**src/wkd_pkg.sv**
```systemverilog
/*
 Constants, field layout, register map and types of the wake input detector.
 Assumes a single 250 MHz clock and a plain register port from the host logic.
*/
// Functional notes
// - Every wake input is edge sensitive; rising and falling edges both count.
// - An event raises the interrupt in Normal or Stop, a wake-up in Sleep or Fail-Safe.
// - Each input senses statically or cyclically, the latter only inside its window.
// - A crossing starts the filter; a wake counts only if no crossing back meanwhile.
// - Static sensing filters out short transients and disturbance pulses.
// - Software enables or disables wake detection on each input separately.
// - Every wake event is held in the event status register for software.
// - The level status register shows each pin level in Normal, Stop and Init.
// - In cyclic sensing the level status holds the level sampled in the last window.
// - No level readback on the fourth input as sync, nor the second as fail output.
// - Software selects pull current sources for every input in the control register.
// - Pull code 00 floats (reset), 01 pulls down, 10 pulls up.
// - Pull code 11 pulls up while the input is high, down while low.
// - A filter time selection per input sets the filter in both sensing modes.
// - Init to Normal with static sensing flags inputs already high, with interrupt.
// - The reference level resets low; only edges while enabled are flagged. Here a change made while disabled is flagged once enabled.
package wkd_pkg;
    localparam int NWK = 4;
    localparam int CLK_MHZ = 250;
    // Register offsets
    localparam logic [7:0] ADDR_CTRL = 8'h00;
    localparam logic [7:0] ADDR_MODE = 8'h04;
    localparam logic [7:0] ADDR_EVT = 8'h08;
    localparam logic [7:0] ADDR_LVL = 8'h0c;
    localparam logic [7:0] ADDR_MASK = 8'h10;
    // Control field positions, one byte per input
    localparam int CTRL_STRIDE = 8;
    localparam int CTRL_EN = 0;
    localparam int CTRL_PULL = 1;
    localparam int CTRL_CYC = 3;
    localparam int CTRL_FILT = 4;
    // Mode register field positions
    localparam int MODE_SYNC = 3;
    localparam int MODE_FO = 4;
    // Reset values
    localparam logic [31:0] CTRL_RST = 32'h0000_0000;
    localparam logic FO_RST = 1'b1;
    localparam logic [3:0] MASK_RST = 4'h0;
    // Filter times in microseconds and in clock cycles
    localparam int FILT_US0 = 16;
    localparam int FILT_US1 = 32;
    localparam int FILT_US2 = 64;
    localparam int FILT_US3 = 128;
    localparam logic [15:0] FILT_CYC0 = 16'(FILT_US0 * CLK_MHZ);
    localparam logic [15:0] FILT_CYC1 = 16'(FILT_US1 * CLK_MHZ);
    localparam logic [15:0] FILT_CYC2 = 16'(FILT_US2 * CLK_MHZ);
    localparam logic [15:0] FILT_CYC3 = 16'(FILT_US3 * CLK_MHZ);
    // Pull source codes
    localparam logic [1:0] PULL_NONE = 2'h0;
    localparam logic [1:0] PULL_DOWN = 2'h1;
    localparam logic [1:0] PULL_UP = 2'h2;
    localparam logic [1:0] PULL_AUTO = 2'h3;
    // Device operating modes
    typedef enum logic [2:0]
    {
        WKD_INIT = 3'b000,
        WKD_NORMAL = 3'b001,
        WKD_STOP = 3'b010,
        WKD_SLEEP = 3'b011,
        WKD_FAILSAFE = 3'b100
    } wkd_mode_t;
endpackage

```
**src/wkd_wake_detector.sv**
```systemverilog
/*
 Wake input detector top: register port, four filtered wake inputs,
 event and level status, interrupt, wake-up request and pull source control.
 Assumes comparator outputs arrive asynchronously and the cyclic sense
 windows come from on-chip logic on mclk.
*/
`timescale 1ns/1ps
module wkd_wake_detector
#(
    parameter logic [15:0] FILT_CYC_0 = wkd_pkg::FILT_CYC0,
    parameter logic [15:0] FILT_CYC_1 = wkd_pkg::FILT_CYC1,
    parameter logic [15:0] FILT_CYC_2 = wkd_pkg::FILT_CYC2,
    parameter logic [15:0] FILT_CYC_3 = wkd_pkg::FILT_CYC3
)
(
    input wire logic mclk,
    input wire logic rst_b,
    input wire logic [7:0] reg_addr,
    input wire logic [31:0] reg_wdata,
    input wire logic reg_wr,
    input wire logic reg_rd,
    output logic [31:0] reg_rdata,
    input wire logic [wkd_pkg::NWK-1:0] wake_input_pin,
    input wire logic [wkd_pkg::NWK-1:0] sense_window,
    output logic irq,
    output logic wake_up,
    output logic [wkd_pkg::NWK-1:0] pull_up_en,
    output logic [wkd_pkg::NWK-1:0] pull_dn_en
);
    import wkd_pkg::*;

    typedef struct packed
    {
        logic [31:0] ctrl;
        wkd_mode_t mode;
        logic sync_sel;
        logic fo_sel;
        logic [NWK-1:0] evt;
        logic [NWK-1:0] mask;
        logic [NWK-1:0] lvl;
        logic [31:0] rdata;
        logic irq;
        logic wake;
        logic [NWK-1:0] pu;
        logic [NWK-1:0] pd;
    } wkd_top_t;

    wkd_top_t q;
    wkd_top_t d;

    logic [NWK-1:0] pin_s;
    logic [NWK-1:0] blk;
    logic [NWK-1:0] wen;
    logic [NWK-1:0] cyc;
    logic [NWK-1:0] gate;
    logic [NWK-1:0] flt_lvl;
    logic [NWK-1:0] rise;
    logic [NWK-1:0] fall;
    logic [NWK-1:0] hit;
    logic [NWK-1:0] boot;
    logic [15:0] lim [NWK];

    // Pins are asynchronous to mclk
    wkd_sync u_sync
    (
        .mclk(mclk),
        .rst_b(rst_b),
        .din(wake_input_pin),
        .dout(pin_s)
    );

    // One filter per input with its own enable, gate and filter time
    for (genvar gi = 0; gi < NWK; gi++)
    begin : g_wk
        logic [1:0] fsel;
        assign fsel = q.ctrl[gi*CTRL_STRIDE+CTRL_FILT +: 2];
        // Alternate pin functions take the input away from wake detection
        assign blk[gi] = (gi == 3 && q.sync_sel) || (gi == 1 && q.fo_sel);
        assign wen[gi] = q.ctrl[gi*CTRL_STRIDE+CTRL_EN] && !blk[gi];
        assign cyc[gi] = q.ctrl[gi*CTRL_STRIDE+CTRL_CYC];
        assign gate[gi] = !cyc[gi] || sense_window[gi];
        assign lim[gi] = (fsel == 2'h0) ? FILT_CYC_0 :
                         (fsel == 2'h1) ? FILT_CYC_1 :
                         (fsel == 2'h2) ? FILT_CYC_2 : FILT_CYC_3;

        wkd_filt u_filt
        (
            .mclk(mclk),
            .rst_b(rst_b),
            .din(pin_s[gi]),
            .en(wen[gi]),
            .gate(gate[gi]),
            .lim(lim[gi]),
            .lvl(flt_lvl[gi]),
            .rise(rise[gi]),
            .fall(fall[gi])
        );
    end

    assign hit = rise | fall;

    // Enabled static inputs already high when leaving Init for Normal count as events
    always_comb
    begin
        boot = '0;
        if (reg_wr && reg_addr == ADDR_MODE && q.mode == WKD_INIT &&
            reg_wdata[2:0] == WKD_NORMAL)
            boot = wen & ~cyc & pin_s;
    end

    // Next state: register writes, status, levels, pulls, interrupt
    always_comb
    begin
        logic [1:0] ps;
        ps = 2'h0;
        d = q;
        d.rdata = 32'h0000_0000;

        // Writes
        if (reg_wr)
        begin
            case (reg_addr)
                ADDR_CTRL:
                    d.ctrl = reg_wdata;
                ADDR_MODE:
                begin
                    if (reg_wdata[2:0] <= WKD_FAILSAFE)
                        d.mode = wkd_mode_t'(reg_wdata[2:0]);
                    d.sync_sel = reg_wdata[MODE_SYNC];
                    d.fo_sel = reg_wdata[MODE_FO];
                end
                ADDR_MASK:
                    d.mask = reg_wdata[NWK-1:0];
                default:
                    d.ctrl = q.ctrl;
            endcase
        end

        // Sticky events: a new event wins over a clear in the same cycle
        if (reg_wr && reg_addr == ADDR_EVT)
            d.evt = q.evt & ~reg_wdata[NWK-1:0];
        d.evt = d.evt | hit | boot;

        // Level readback only in modes where software can read it
        if (q.mode == WKD_NORMAL || q.mode == WKD_STOP || q.mode == WKD_INIT)
        begin
            for (int i = 0; i < NWK; i++)
            begin
                if (blk[i])
                    d.lvl[i] = 1'b0;
                else if (!cyc[i])
                    d.lvl[i] = pin_s[i];
                else if (sense_window[i])
                    d.lvl[i] = pin_s[i];
            end
        end

        // Pull source decode; automatic mode follows the synchronised pin level
        for (int i = 0; i < NWK; i++)
        begin
            ps = q.ctrl[i*CTRL_STRIDE+CTRL_PULL +: 2];
            case (ps)
                PULL_NONE:
                begin
                    d.pu[i] = 1'b0;
                    d.pd[i] = 1'b0;
                end
                PULL_DOWN:
                begin
                    d.pu[i] = 1'b0;
                    d.pd[i] = 1'b1;
                end
                PULL_UP:
                begin
                    d.pu[i] = 1'b1;
                    d.pd[i] = 1'b0;
                end
                default:
                begin
                    d.pu[i] = pin_s[i];
                    d.pd[i] = !pin_s[i];
                end
            endcase
        end

        // Interrupt in active modes, wake-up request in low-power modes
        d.irq = |(d.evt & d.mask) && (d.mode == WKD_NORMAL || d.mode == WKD_STOP);
        d.wake = |d.evt && (d.mode == WKD_SLEEP || d.mode == WKD_FAILSAFE);

        // Read data stands only in the cycle after the strobe
        if (reg_rd)
        begin
            case (reg_addr)
                ADDR_CTRL:
                    d.rdata = q.ctrl;
                ADDR_MODE:
                    d.rdata = {27'h000_0000, q.fo_sel, q.sync_sel, q.mode};
                ADDR_EVT:
                    d.rdata = {28'h000_0000, q.evt};
                ADDR_LVL:
                    d.rdata = {28'h000_0000, q.lvl};
                ADDR_MASK:
                    d.rdata = {28'h000_0000, q.mask};
                default:
                    d.rdata = 32'h0000_0000;
            endcase
        end
    end

    // Single state register
    always_ff @(posedge mclk)
    begin
        if (!rst_b)
        begin
            q <= '0;
            q.ctrl <= CTRL_RST;
            q.mode <= WKD_INIT;
            q.fo_sel <= FO_RST;
            q.mask <= MASK_RST;
        end
        else
            q <= d;
    end

    assign reg_rdata = q.rdata;
    assign irq = q.irq;
    assign wake_up = q.wake;
    assign pull_up_en = q.pu;
    assign pull_dn_en = q.pd;

    property p_evt_latch;
        @(posedge mclk) disable iff (!rst_b)
        |hit |=> ((q.evt & $past(hit)) == $past(hit));
    endproperty
    a_evt_latch: assert property (p_evt_latch) else $error("edge not recorded");

    property p_irq_active;
        @(posedge mclk) disable iff (!rst_b)
        (|(q.evt & q.mask) && q.mode == WKD_NORMAL && !reg_wr) |=> irq;
    endproperty
    a_irq_active: assert property (p_irq_active) else $error("interrupt missing");

    property p_wake_sleep;
        @(posedge mclk) disable iff (!rst_b)
        (q.mode == WKD_SLEEP && |hit && !reg_wr) |=> wake_up && !irq;
    endproperty
    a_wake_sleep: assert property (p_wake_sleep) else $error("wake-up missing");

    property p_sticky;
        @(posedge mclk) disable iff (!rst_b)
        (q.evt[0] && !(reg_wr && reg_addr == ADDR_EVT && reg_wdata[0])) |=> q.evt[0] [*1];
    endproperty
    a_sticky: assert property (p_sticky) else $error("event lost");

    property p_no_evt_disabled;
        @(posedge mclk) disable iff (!rst_b)
        (!q.ctrl[CTRL_EN] ##1 !q.ctrl[CTRL_EN]) |-> !hit[0];
    endproperty
    a_no_evt_disabled: assert property (p_no_evt_disabled) else $error("disabled input flagged");

    property p_pull_dn;
        @(posedge mclk) disable iff (!rst_b)
        (q.ctrl[CTRL_STRIDE+CTRL_PULL +: 2] == PULL_DOWN) |=> pull_dn_en[1] && !pull_up_en[1];
    endproperty
    a_pull_dn: assert property (p_pull_dn) else $error("pull-down not applied");

    property p_pull_auto;
        @(posedge mclk) disable iff (!rst_b)
        (q.ctrl[CTRL_STRIDE+CTRL_PULL +: 2] == PULL_AUTO) |=>
            pull_up_en[1] == $past(pin_s[1]) && pull_dn_en[1] != pull_up_en[1];
    endproperty
    a_pull_auto: assert property (p_pull_auto) else $error("automatic pull wrong");

    property p_sync_lvl;
        @(posedge mclk) disable iff (!rst_b)
        (q.sync_sel && q.mode == WKD_NORMAL) ##1 q.sync_sel |-> !q.lvl[3];
    endproperty
    a_sync_lvl: assert property (p_sync_lvl) else $error("level shown for sync input");

    property p_boot;
        @(posedge mclk) disable iff (!rst_b)
        |boot |=> ((q.evt & $past(boot)) == $past(boot)) && (irq || !(|($past(boot) & q.mask)));
    endproperty
    a_boot: assert property (p_boot) else $error("start-up event missing");

    // Read data stand for one cycle only; returning to zero keeps stale data from looking valid
    property p_rdata_idle;
        @(posedge mclk) disable iff (!rst_b)
        !reg_rd |=> reg_rdata == 32'h0000_0000;
    endproperty
    a_rdata_idle: assert property (p_rdata_idle) else $error("read data outside read cycle");

    property p_mode_keep;
        @(posedge mclk) disable iff (!rst_b)
        (reg_wr && reg_addr == ADDR_MODE && reg_wdata[2:0] > WKD_FAILSAFE) |=> $stable(q.mode);
    endproperty
    a_mode_keep: assert property (p_mode_keep) else $error("undefined mode accepted");

    // Low-power modes never interrupt; their only answer is the wake-up request
    property p_wake_failsafe;
        @(posedge mclk) disable iff (!rst_b)
        (q.mode == WKD_FAILSAFE && |hit && !reg_wr) |=> wake_up && !irq;
    endproperty
    a_wake_failsafe: assert property (p_wake_failsafe) else $error("fail-safe wake-up missing");

    property p_irq_low_power;
        @(posedge mclk) disable iff (!rst_b)
        ((q.mode == WKD_SLEEP || q.mode == WKD_FAILSAFE) && !reg_wr) |=> !irq;
    endproperty
    a_irq_low_power: assert property (p_irq_low_power) else $error("interrupt in low-power mode");

    // Static inputs track the synchronised pin, cyclic ones hold their level outside the window
    property p_lvl_static;
        @(posedge mclk) disable iff (!rst_b)
        (q.mode == WKD_NORMAL && !cyc[0]) |=> q.lvl[0] == $past(pin_s[0]);
    endproperty
    a_lvl_static: assert property (p_lvl_static) else $error("static level not tracked");

    property p_lvl_cyc_hold;
        @(posedge mclk) disable iff (!rst_b)
        (cyc[2] && !sense_window[2]) |=> $stable(q.lvl[2]);
    endproperty
    a_lvl_cyc_hold: assert property (p_lvl_cyc_hold) else $error("cyclic level changed outside window");

    property p_fo_lvl;
        @(posedge mclk) disable iff (!rst_b)
        (q.fo_sel && q.mode != WKD_SLEEP && q.mode != WKD_FAILSAFE) ##1 q.fo_sel |-> !q.lvl[1];
    endproperty
    a_fo_lvl: assert property (p_fo_lvl) else $error("level shown for fail output");

    property p_pull_up;
        @(posedge mclk) disable iff (!rst_b)
        (q.ctrl[CTRL_STRIDE+CTRL_PULL +: 2] == PULL_UP) |=> pull_up_en[1] && !pull_dn_en[1];
    endproperty
    a_pull_up: assert property (p_pull_up) else $error("pull-up not applied");

    property p_pull_none;
        @(posedge mclk) disable iff (!rst_b)
        (q.ctrl[CTRL_PULL +: 2] == PULL_NONE) |=> !pull_up_en[0] && !pull_dn_en[0];
    endproperty
    a_pull_none: assert property (p_pull_none) else $error("pull source on without code");

    c_irq: cover property (@(posedge mclk) disable iff (!rst_b) $rose(irq));
    c_wake: cover property (@(posedge mclk) disable iff (!rst_b) $rose(wake_up));
    c_fall: cover property (@(posedge mclk) disable iff (!rst_b) |fall);
    c_boot: cover property (@(posedge mclk) disable iff (!rst_b) |boot);
    c_failsafe: cover property (@(posedge mclk) disable iff (!rst_b) q.mode == WKD_FAILSAFE && wake_up);
endmodule

```
**src/wkd_sync.sv**
```systemverilog
/*
 Two flip-flop synchroniser for the wake comparator outputs.
 Assumes the inputs are asynchronous to mclk.
*/
`timescale 1ns/1ps
module wkd_sync
(
    input wire logic mclk,
    input wire logic rst_b,
    input wire logic [wkd_pkg::NWK-1:0] din,
    output logic [wkd_pkg::NWK-1:0] dout
);
    import wkd_pkg::*;

    typedef struct packed
    {
        logic [NWK-1:0] s1;
        logic [NWK-1:0] s2;
    } wkd_sync_t;

    wkd_sync_t q;
    wkd_sync_t d;

    // First stage feeds only the second stage
    always_comb
    begin
        d.s1 = din;
        d.s2 = q.s1;
    end

    always_ff @(posedge mclk)
    begin
        if (!rst_b)
            q <= '0;
        else
            q <= d;
    end

    assign dout = q.s2;
endmodule

```
**src/wkd_filt.sv**
```systemverilog
/*
 Filter and edge detector for one wake input.
 Assumes din is already synchronised and lim is at least one.
*/
`timescale 1ns/1ps
module wkd_filt
(
    input wire logic mclk,
    input wire logic rst_b,
    input wire logic din,
    input wire logic en,
    input wire logic gate,
    input wire logic [15:0] lim,
    output logic lvl,
    output logic rise,
    output logic fall
);
    import wkd_pkg::*;

    typedef struct packed
    {
        logic held;
        logic [15:0] cnt;
        logic rise;
        logic fall;
    } wkd_filt_t;

    wkd_filt_t q;
    wkd_filt_t d;

    // Level must stay across the threshold for lim cycles
    always_comb
    begin
        d = q;
        d.rise = 1'b0;
        d.fall = 1'b0;
        if (!en || !gate)
            d.cnt = 16'h0000;
        else if (din == q.held)
            d.cnt = 16'h0000;
        else if (q.cnt >= lim - 16'h0001)
        begin
            d.held = din;
            d.cnt = 16'h0000;
            d.rise = din;
            d.fall = !din;
        end
        else
            d.cnt = q.cnt + 16'h0001;
    end

    // Reference level starts low so a high pin seen later counts
    always_ff @(posedge mclk)
    begin
        if (!rst_b)
            q <= '0;
        else
            q <= d;
    end

    assign lvl = q.held;
    assign rise = q.rise;
    assign fall = q.fall;

    property p_filt_time;
        @(posedge mclk) disable iff (!rst_b)
        $changed(q.held) |-> $past(q.cnt) == $past(lim) - 16'h0001;
    endproperty
    a_filt_time: assert property (p_filt_time) else $error("level taken before filter time");

    property p_hold_off;
        @(posedge mclk) disable iff (!rst_b)
        !en |=> $stable(q.held) && !q.rise && !q.fall;
    endproperty
    a_hold_off: assert property (p_hold_off) else $error("disabled input changed reference");

    property p_glitch;
        @(posedge mclk) disable iff (!rst_b)
        (en && gate && din != q.held && q.cnt == 16'h0000 && lim > 16'h0002) ##1 (din == q.held)
        |=> $stable(q.held);
    endproperty
    a_glitch: assert property (p_glitch) else $error("short pulse accepted");
endmodule

```
**config.mk**
```make
export PLATFORM = sky130hd
export DESIGN_NAME = wkd_wake_detector
export DESIGN_NICKNAME = d
export VERILOG_FILES = /design/src/wkd_pkg.sv /design/src/wkd_wake_detector.sv /design/src/wkd_sync.sv /design/src/wkd_filt.sv
export SDC_FILE = /design/constraint.sdc
export NUM_CORES = 1
export LEC_CHECK = 0
export ABC_CLOCK_PERIOD_IN_PS = 3500
export BUFFER_PORTS_ARGS = -buffer_cell sky130_fd_sc_hd__buf_2
export CORE_ASPECT_RATIO = 1.75
export CORE_MARGIN = 2
export CORE_UTILIZATION = 55
export DETAILED_ROUTE_END_ITERATION = 16
export PLACE_DENSITY = 0.84
export SETUP_SLACK_MARGIN = 0.05
export SYNTH_ARGS = -nofsm -noshare
export SYNTH_HDL_FRONTEND = slang
export SYNTH_SLANG_ARGS = --single-unit
```
**constraint.sdc**
```tcl
create_clock -name mclk -period 3.5 [get_ports mclk]
set_input_delay 0.525 -clock mclk [delete_from_list [all_inputs] [get_ports mclk]]
set_output_delay 0.525 -clock mclk [all_outputs]
set_load 0.02 [all_outputs]
```
==> flow_metrics.tcl <==
set metrics [dict create \
    synth_fa_ha_area_frac 0.0856 \
    outcome "complete, no violations" \
    placed_cells 1073 \
    vias 6131 \
    drive_above_1_share 0.165 \
    leakagePower_nw 3.66 \
    routed_via_density 5.54 \
    holdBufCountCts 0 \
    min_path_cells 2 \
    dieHeight_um 162 \
    async_reset_ff_frac 0 \
    fin_ws_ps 313 \
    crit_top_cell "ha_1" \
    path_max_fanout 15 \
    num_rows 57 \
    maxSlewViolCount 0 \
    final_cell_mix "175 x dfxtp_1, 117 x nand2_1, 93 x nor2_1, 93 x buf_2, 54 x ha_1" \
    cp_top_family "simple AND/OR/NAND/NOR gates" \
    antenna_found_initial 2 \
    areaGrowthSynthToFinish_pct 11.5 \
    seq_area_frac_synth 0.444 \
    syn-instance-count 863 \
    synth_edf_count 0 \
    cts_made_buffers 17 \
    max_slew_margin 0.489 \
    min_period_ps 3190 \
    drt-wirelength-per-cell_um 15.9 \
    whs_ps 307 \
    final.setup_skew_ps 12.9 \
    synth_top_family_by_area "simple AND/OR/NAND/NOR gates" \
    grt_overflow 0 \
    insertion_delay_ps 430 \
    path_cells "inv_1, ha_1, or2_2, ha_1, nand4_1, nor3b_1, a2111oi_0, o21a_1, nand2_1, nor2_1" \
    max_cap_violations 0 \
    synthMuxAreaShare 0.0203 \
    grt_start_max_net_pins 28 \
    synth_top_area_cell "dfxtp_1" \
    ys_types 68 \
    grt_usage 0.235 \
    grt_pass1_wl_mm 28.0 \
    ir_drop_v 0.000324 \
    synth_top_area_frac 0.444 \
    portBuffers 93 \
    post_cts_buffers 0 \
    clockBufferDepth 2 \
    power_density_nw_per_um2 451 \
    gp_congestion 0.961 \
    dp_slack_ps 723 \
    synth_seq_cells 175 \
    period_share 0.911 \
    ys_dominant_reg_cell "dfxtp_1" \
    final_common_cell "dfxtp_1" \
    synth_nets 969 \
    slowest_stage "a2111oi_0" \
    ant_nets 0 \
    power_w 0.00397 \
    ctsHtreeMaxLevel 4 \
    design.core.area_um2 14000 \
    cts_resized 0 \
    worst_slew_pin_slew_ps 767 \
    end_kind "flop" \
    setup_tns_ps 0 \
    clock-sinks 175 \
    synth-simple-area-share 0.226 \
    cts_root_buffer "clkbuf_16" \
    required_ps 3850 \
    drc 0 \
    setup_viol 0 \
    min_path_type "in2reg" \
    dp_hpwl_mm 12.5 \
    crit_arrival_ps 3540 \
    synth.avg_cell_area_um2 9.15 \
    synth-xor-area-share 0.0655 \
    cts_tree "built" \
    final_cells 1107 \
    initial_core_util 0.565 \
    fp.dieW_um 94.6 \
    die_area_um2 15400 \
    synth_area_leaders "dfxtp_1 44%, ha_1 8.6%, nand2_1 5.6%" \
    critPathLaunchType "flop" \
    nets 1021 \
    max_freq_ghz 0.314 \
    path_clk_slew_ps 70 \
    reg2regPathDepth 10 \
    drt_wl_total_mm 17.6 \
    finalHoldViolCount 0 \
    grt_setup_unrepaired "false" \
    pin_count 94 \
    worst-path-buf-inv 1 \
    crit_type "reg2reg" \
    synth-compound-area-share 0.0899 \
    firstDrtPassIters 5 \
    first_global_vias 6107 \
    initialDrtViolationCount 283 \
    ys_warn_count 0 \
    max_stage_delay_ps 610 \
    syn_area_um2 7890 \
    crit_cells 10 \
]
synthesized netlist by cell type, types with 3 or more instances:
cell type	number
nor2b_1	8
o21ai_0	6
nand3b_1	4
nand3_1	29
nand2_1	117
dfxtp_1	175
nor2_1	93
clkbuf_1	16
a21oi_1	52
xnor2_1	18
ha_1	54
and3_1	20
a21o_1	7
and2_1	39
mux4_2	4
buf_4	40
a2111oi_2	4
and4_1	5
nand4_1	10
a211oi_1	3
o211ai_1	3
mux2i_1	7
nor3_1	4
nor3b_1	3
nand2b_1	4
nor4_1	8
xor2_1	41
a31oi_1	4
inv_1	25
a22oi_1	4
buf_2	5
sequential cells by signal, summed over array words and instances, names as in the netlist:
register and flops:
g_wk.u_filt.rise 4, g_wk.u_filt.fall 4, pull_up_en 4, irq 1, u_sync.dout 4, pull_dn_en 4, reg_rdata 32, blk 2
g_wk.u_filt.lvl 4, q 35, wake_up 1, cyc 4, g_wk.fsel 8, g_wk.u_filt.q 64, u_sync.d 4
per-layer routing:
| metal | GRT usage | part of all wire |
|---|---|---|
| met5 | 0 | 0 |
| met4 | 0.142 | 0.056 |
| met3 | 0.0611 | 0.055 |
| met2 | 0.422 | 0.52 |
| met1 | 0.237 | 0.37 |
per-stage QoR:
| step | cell area, um^2 | utilization |
|---|---|---|
| after floorplan | 7890 | - |
| final | 8800 | 0.630 |
| after global placement | 8210 | 0.587 |
| after detailed placement | 8210 | 0.587 |
| after global routing | 8800 | 0.630 |
| after CTS | 8800 | 0.629 |
cell type report:
cell class | instances | area, um^2
Antenna cell | 2 | 5.00
Tap cell | 177 | 221
Clock inverter | 14 | 156
Sequential cell | 175 | 3500
Clock buffer | 18 | 429
Multi-Input combinational cell | 594 | 3850
Timing Repair Buffer | 100 | 531
Fill cell | 1192 | 5180
Inverter | 27 | 101
power breakdown:
| part | internal, W | switching (W) |
|---|---|---|
| Clock | 0.00106 | 0.000817 |
| Sequential | 0.00200 | 0.00000533 |
| Combinational | 0.0000358 | 0.0000505 |
| Total | 0.00310 | 0.000873 |
logic make-up (layout without fill, tap and decap cells):
group	after synthesis	count (layout)
adder cells (fa/ha/maj)	54	54
multiplexers	11	11
AO/OA/AOI/OAI	107	107
other	0	2
flip-flops	175	175
buffers and inverters	94	159
XOR/XNOR	59	59
AND/OR/NAND/NOR	363	363
worst paths after layout:
path | startpoint | to | slack [ps]
worst max-delay path | g_wk[2].fsel[0] | g_wk[2].u_filt.q[16] | 310
worst min-delay path | wake_input_pin[2] | u_sync.d[2] | 310
worst max register to register | g_wk[2].fsel[0] | g_wk[2].u_filt.q[16] | 310
worst min register to register | u_sync.d[0] | u_sync.dout[0] | 430
Power figures use the tool's default switching activity.
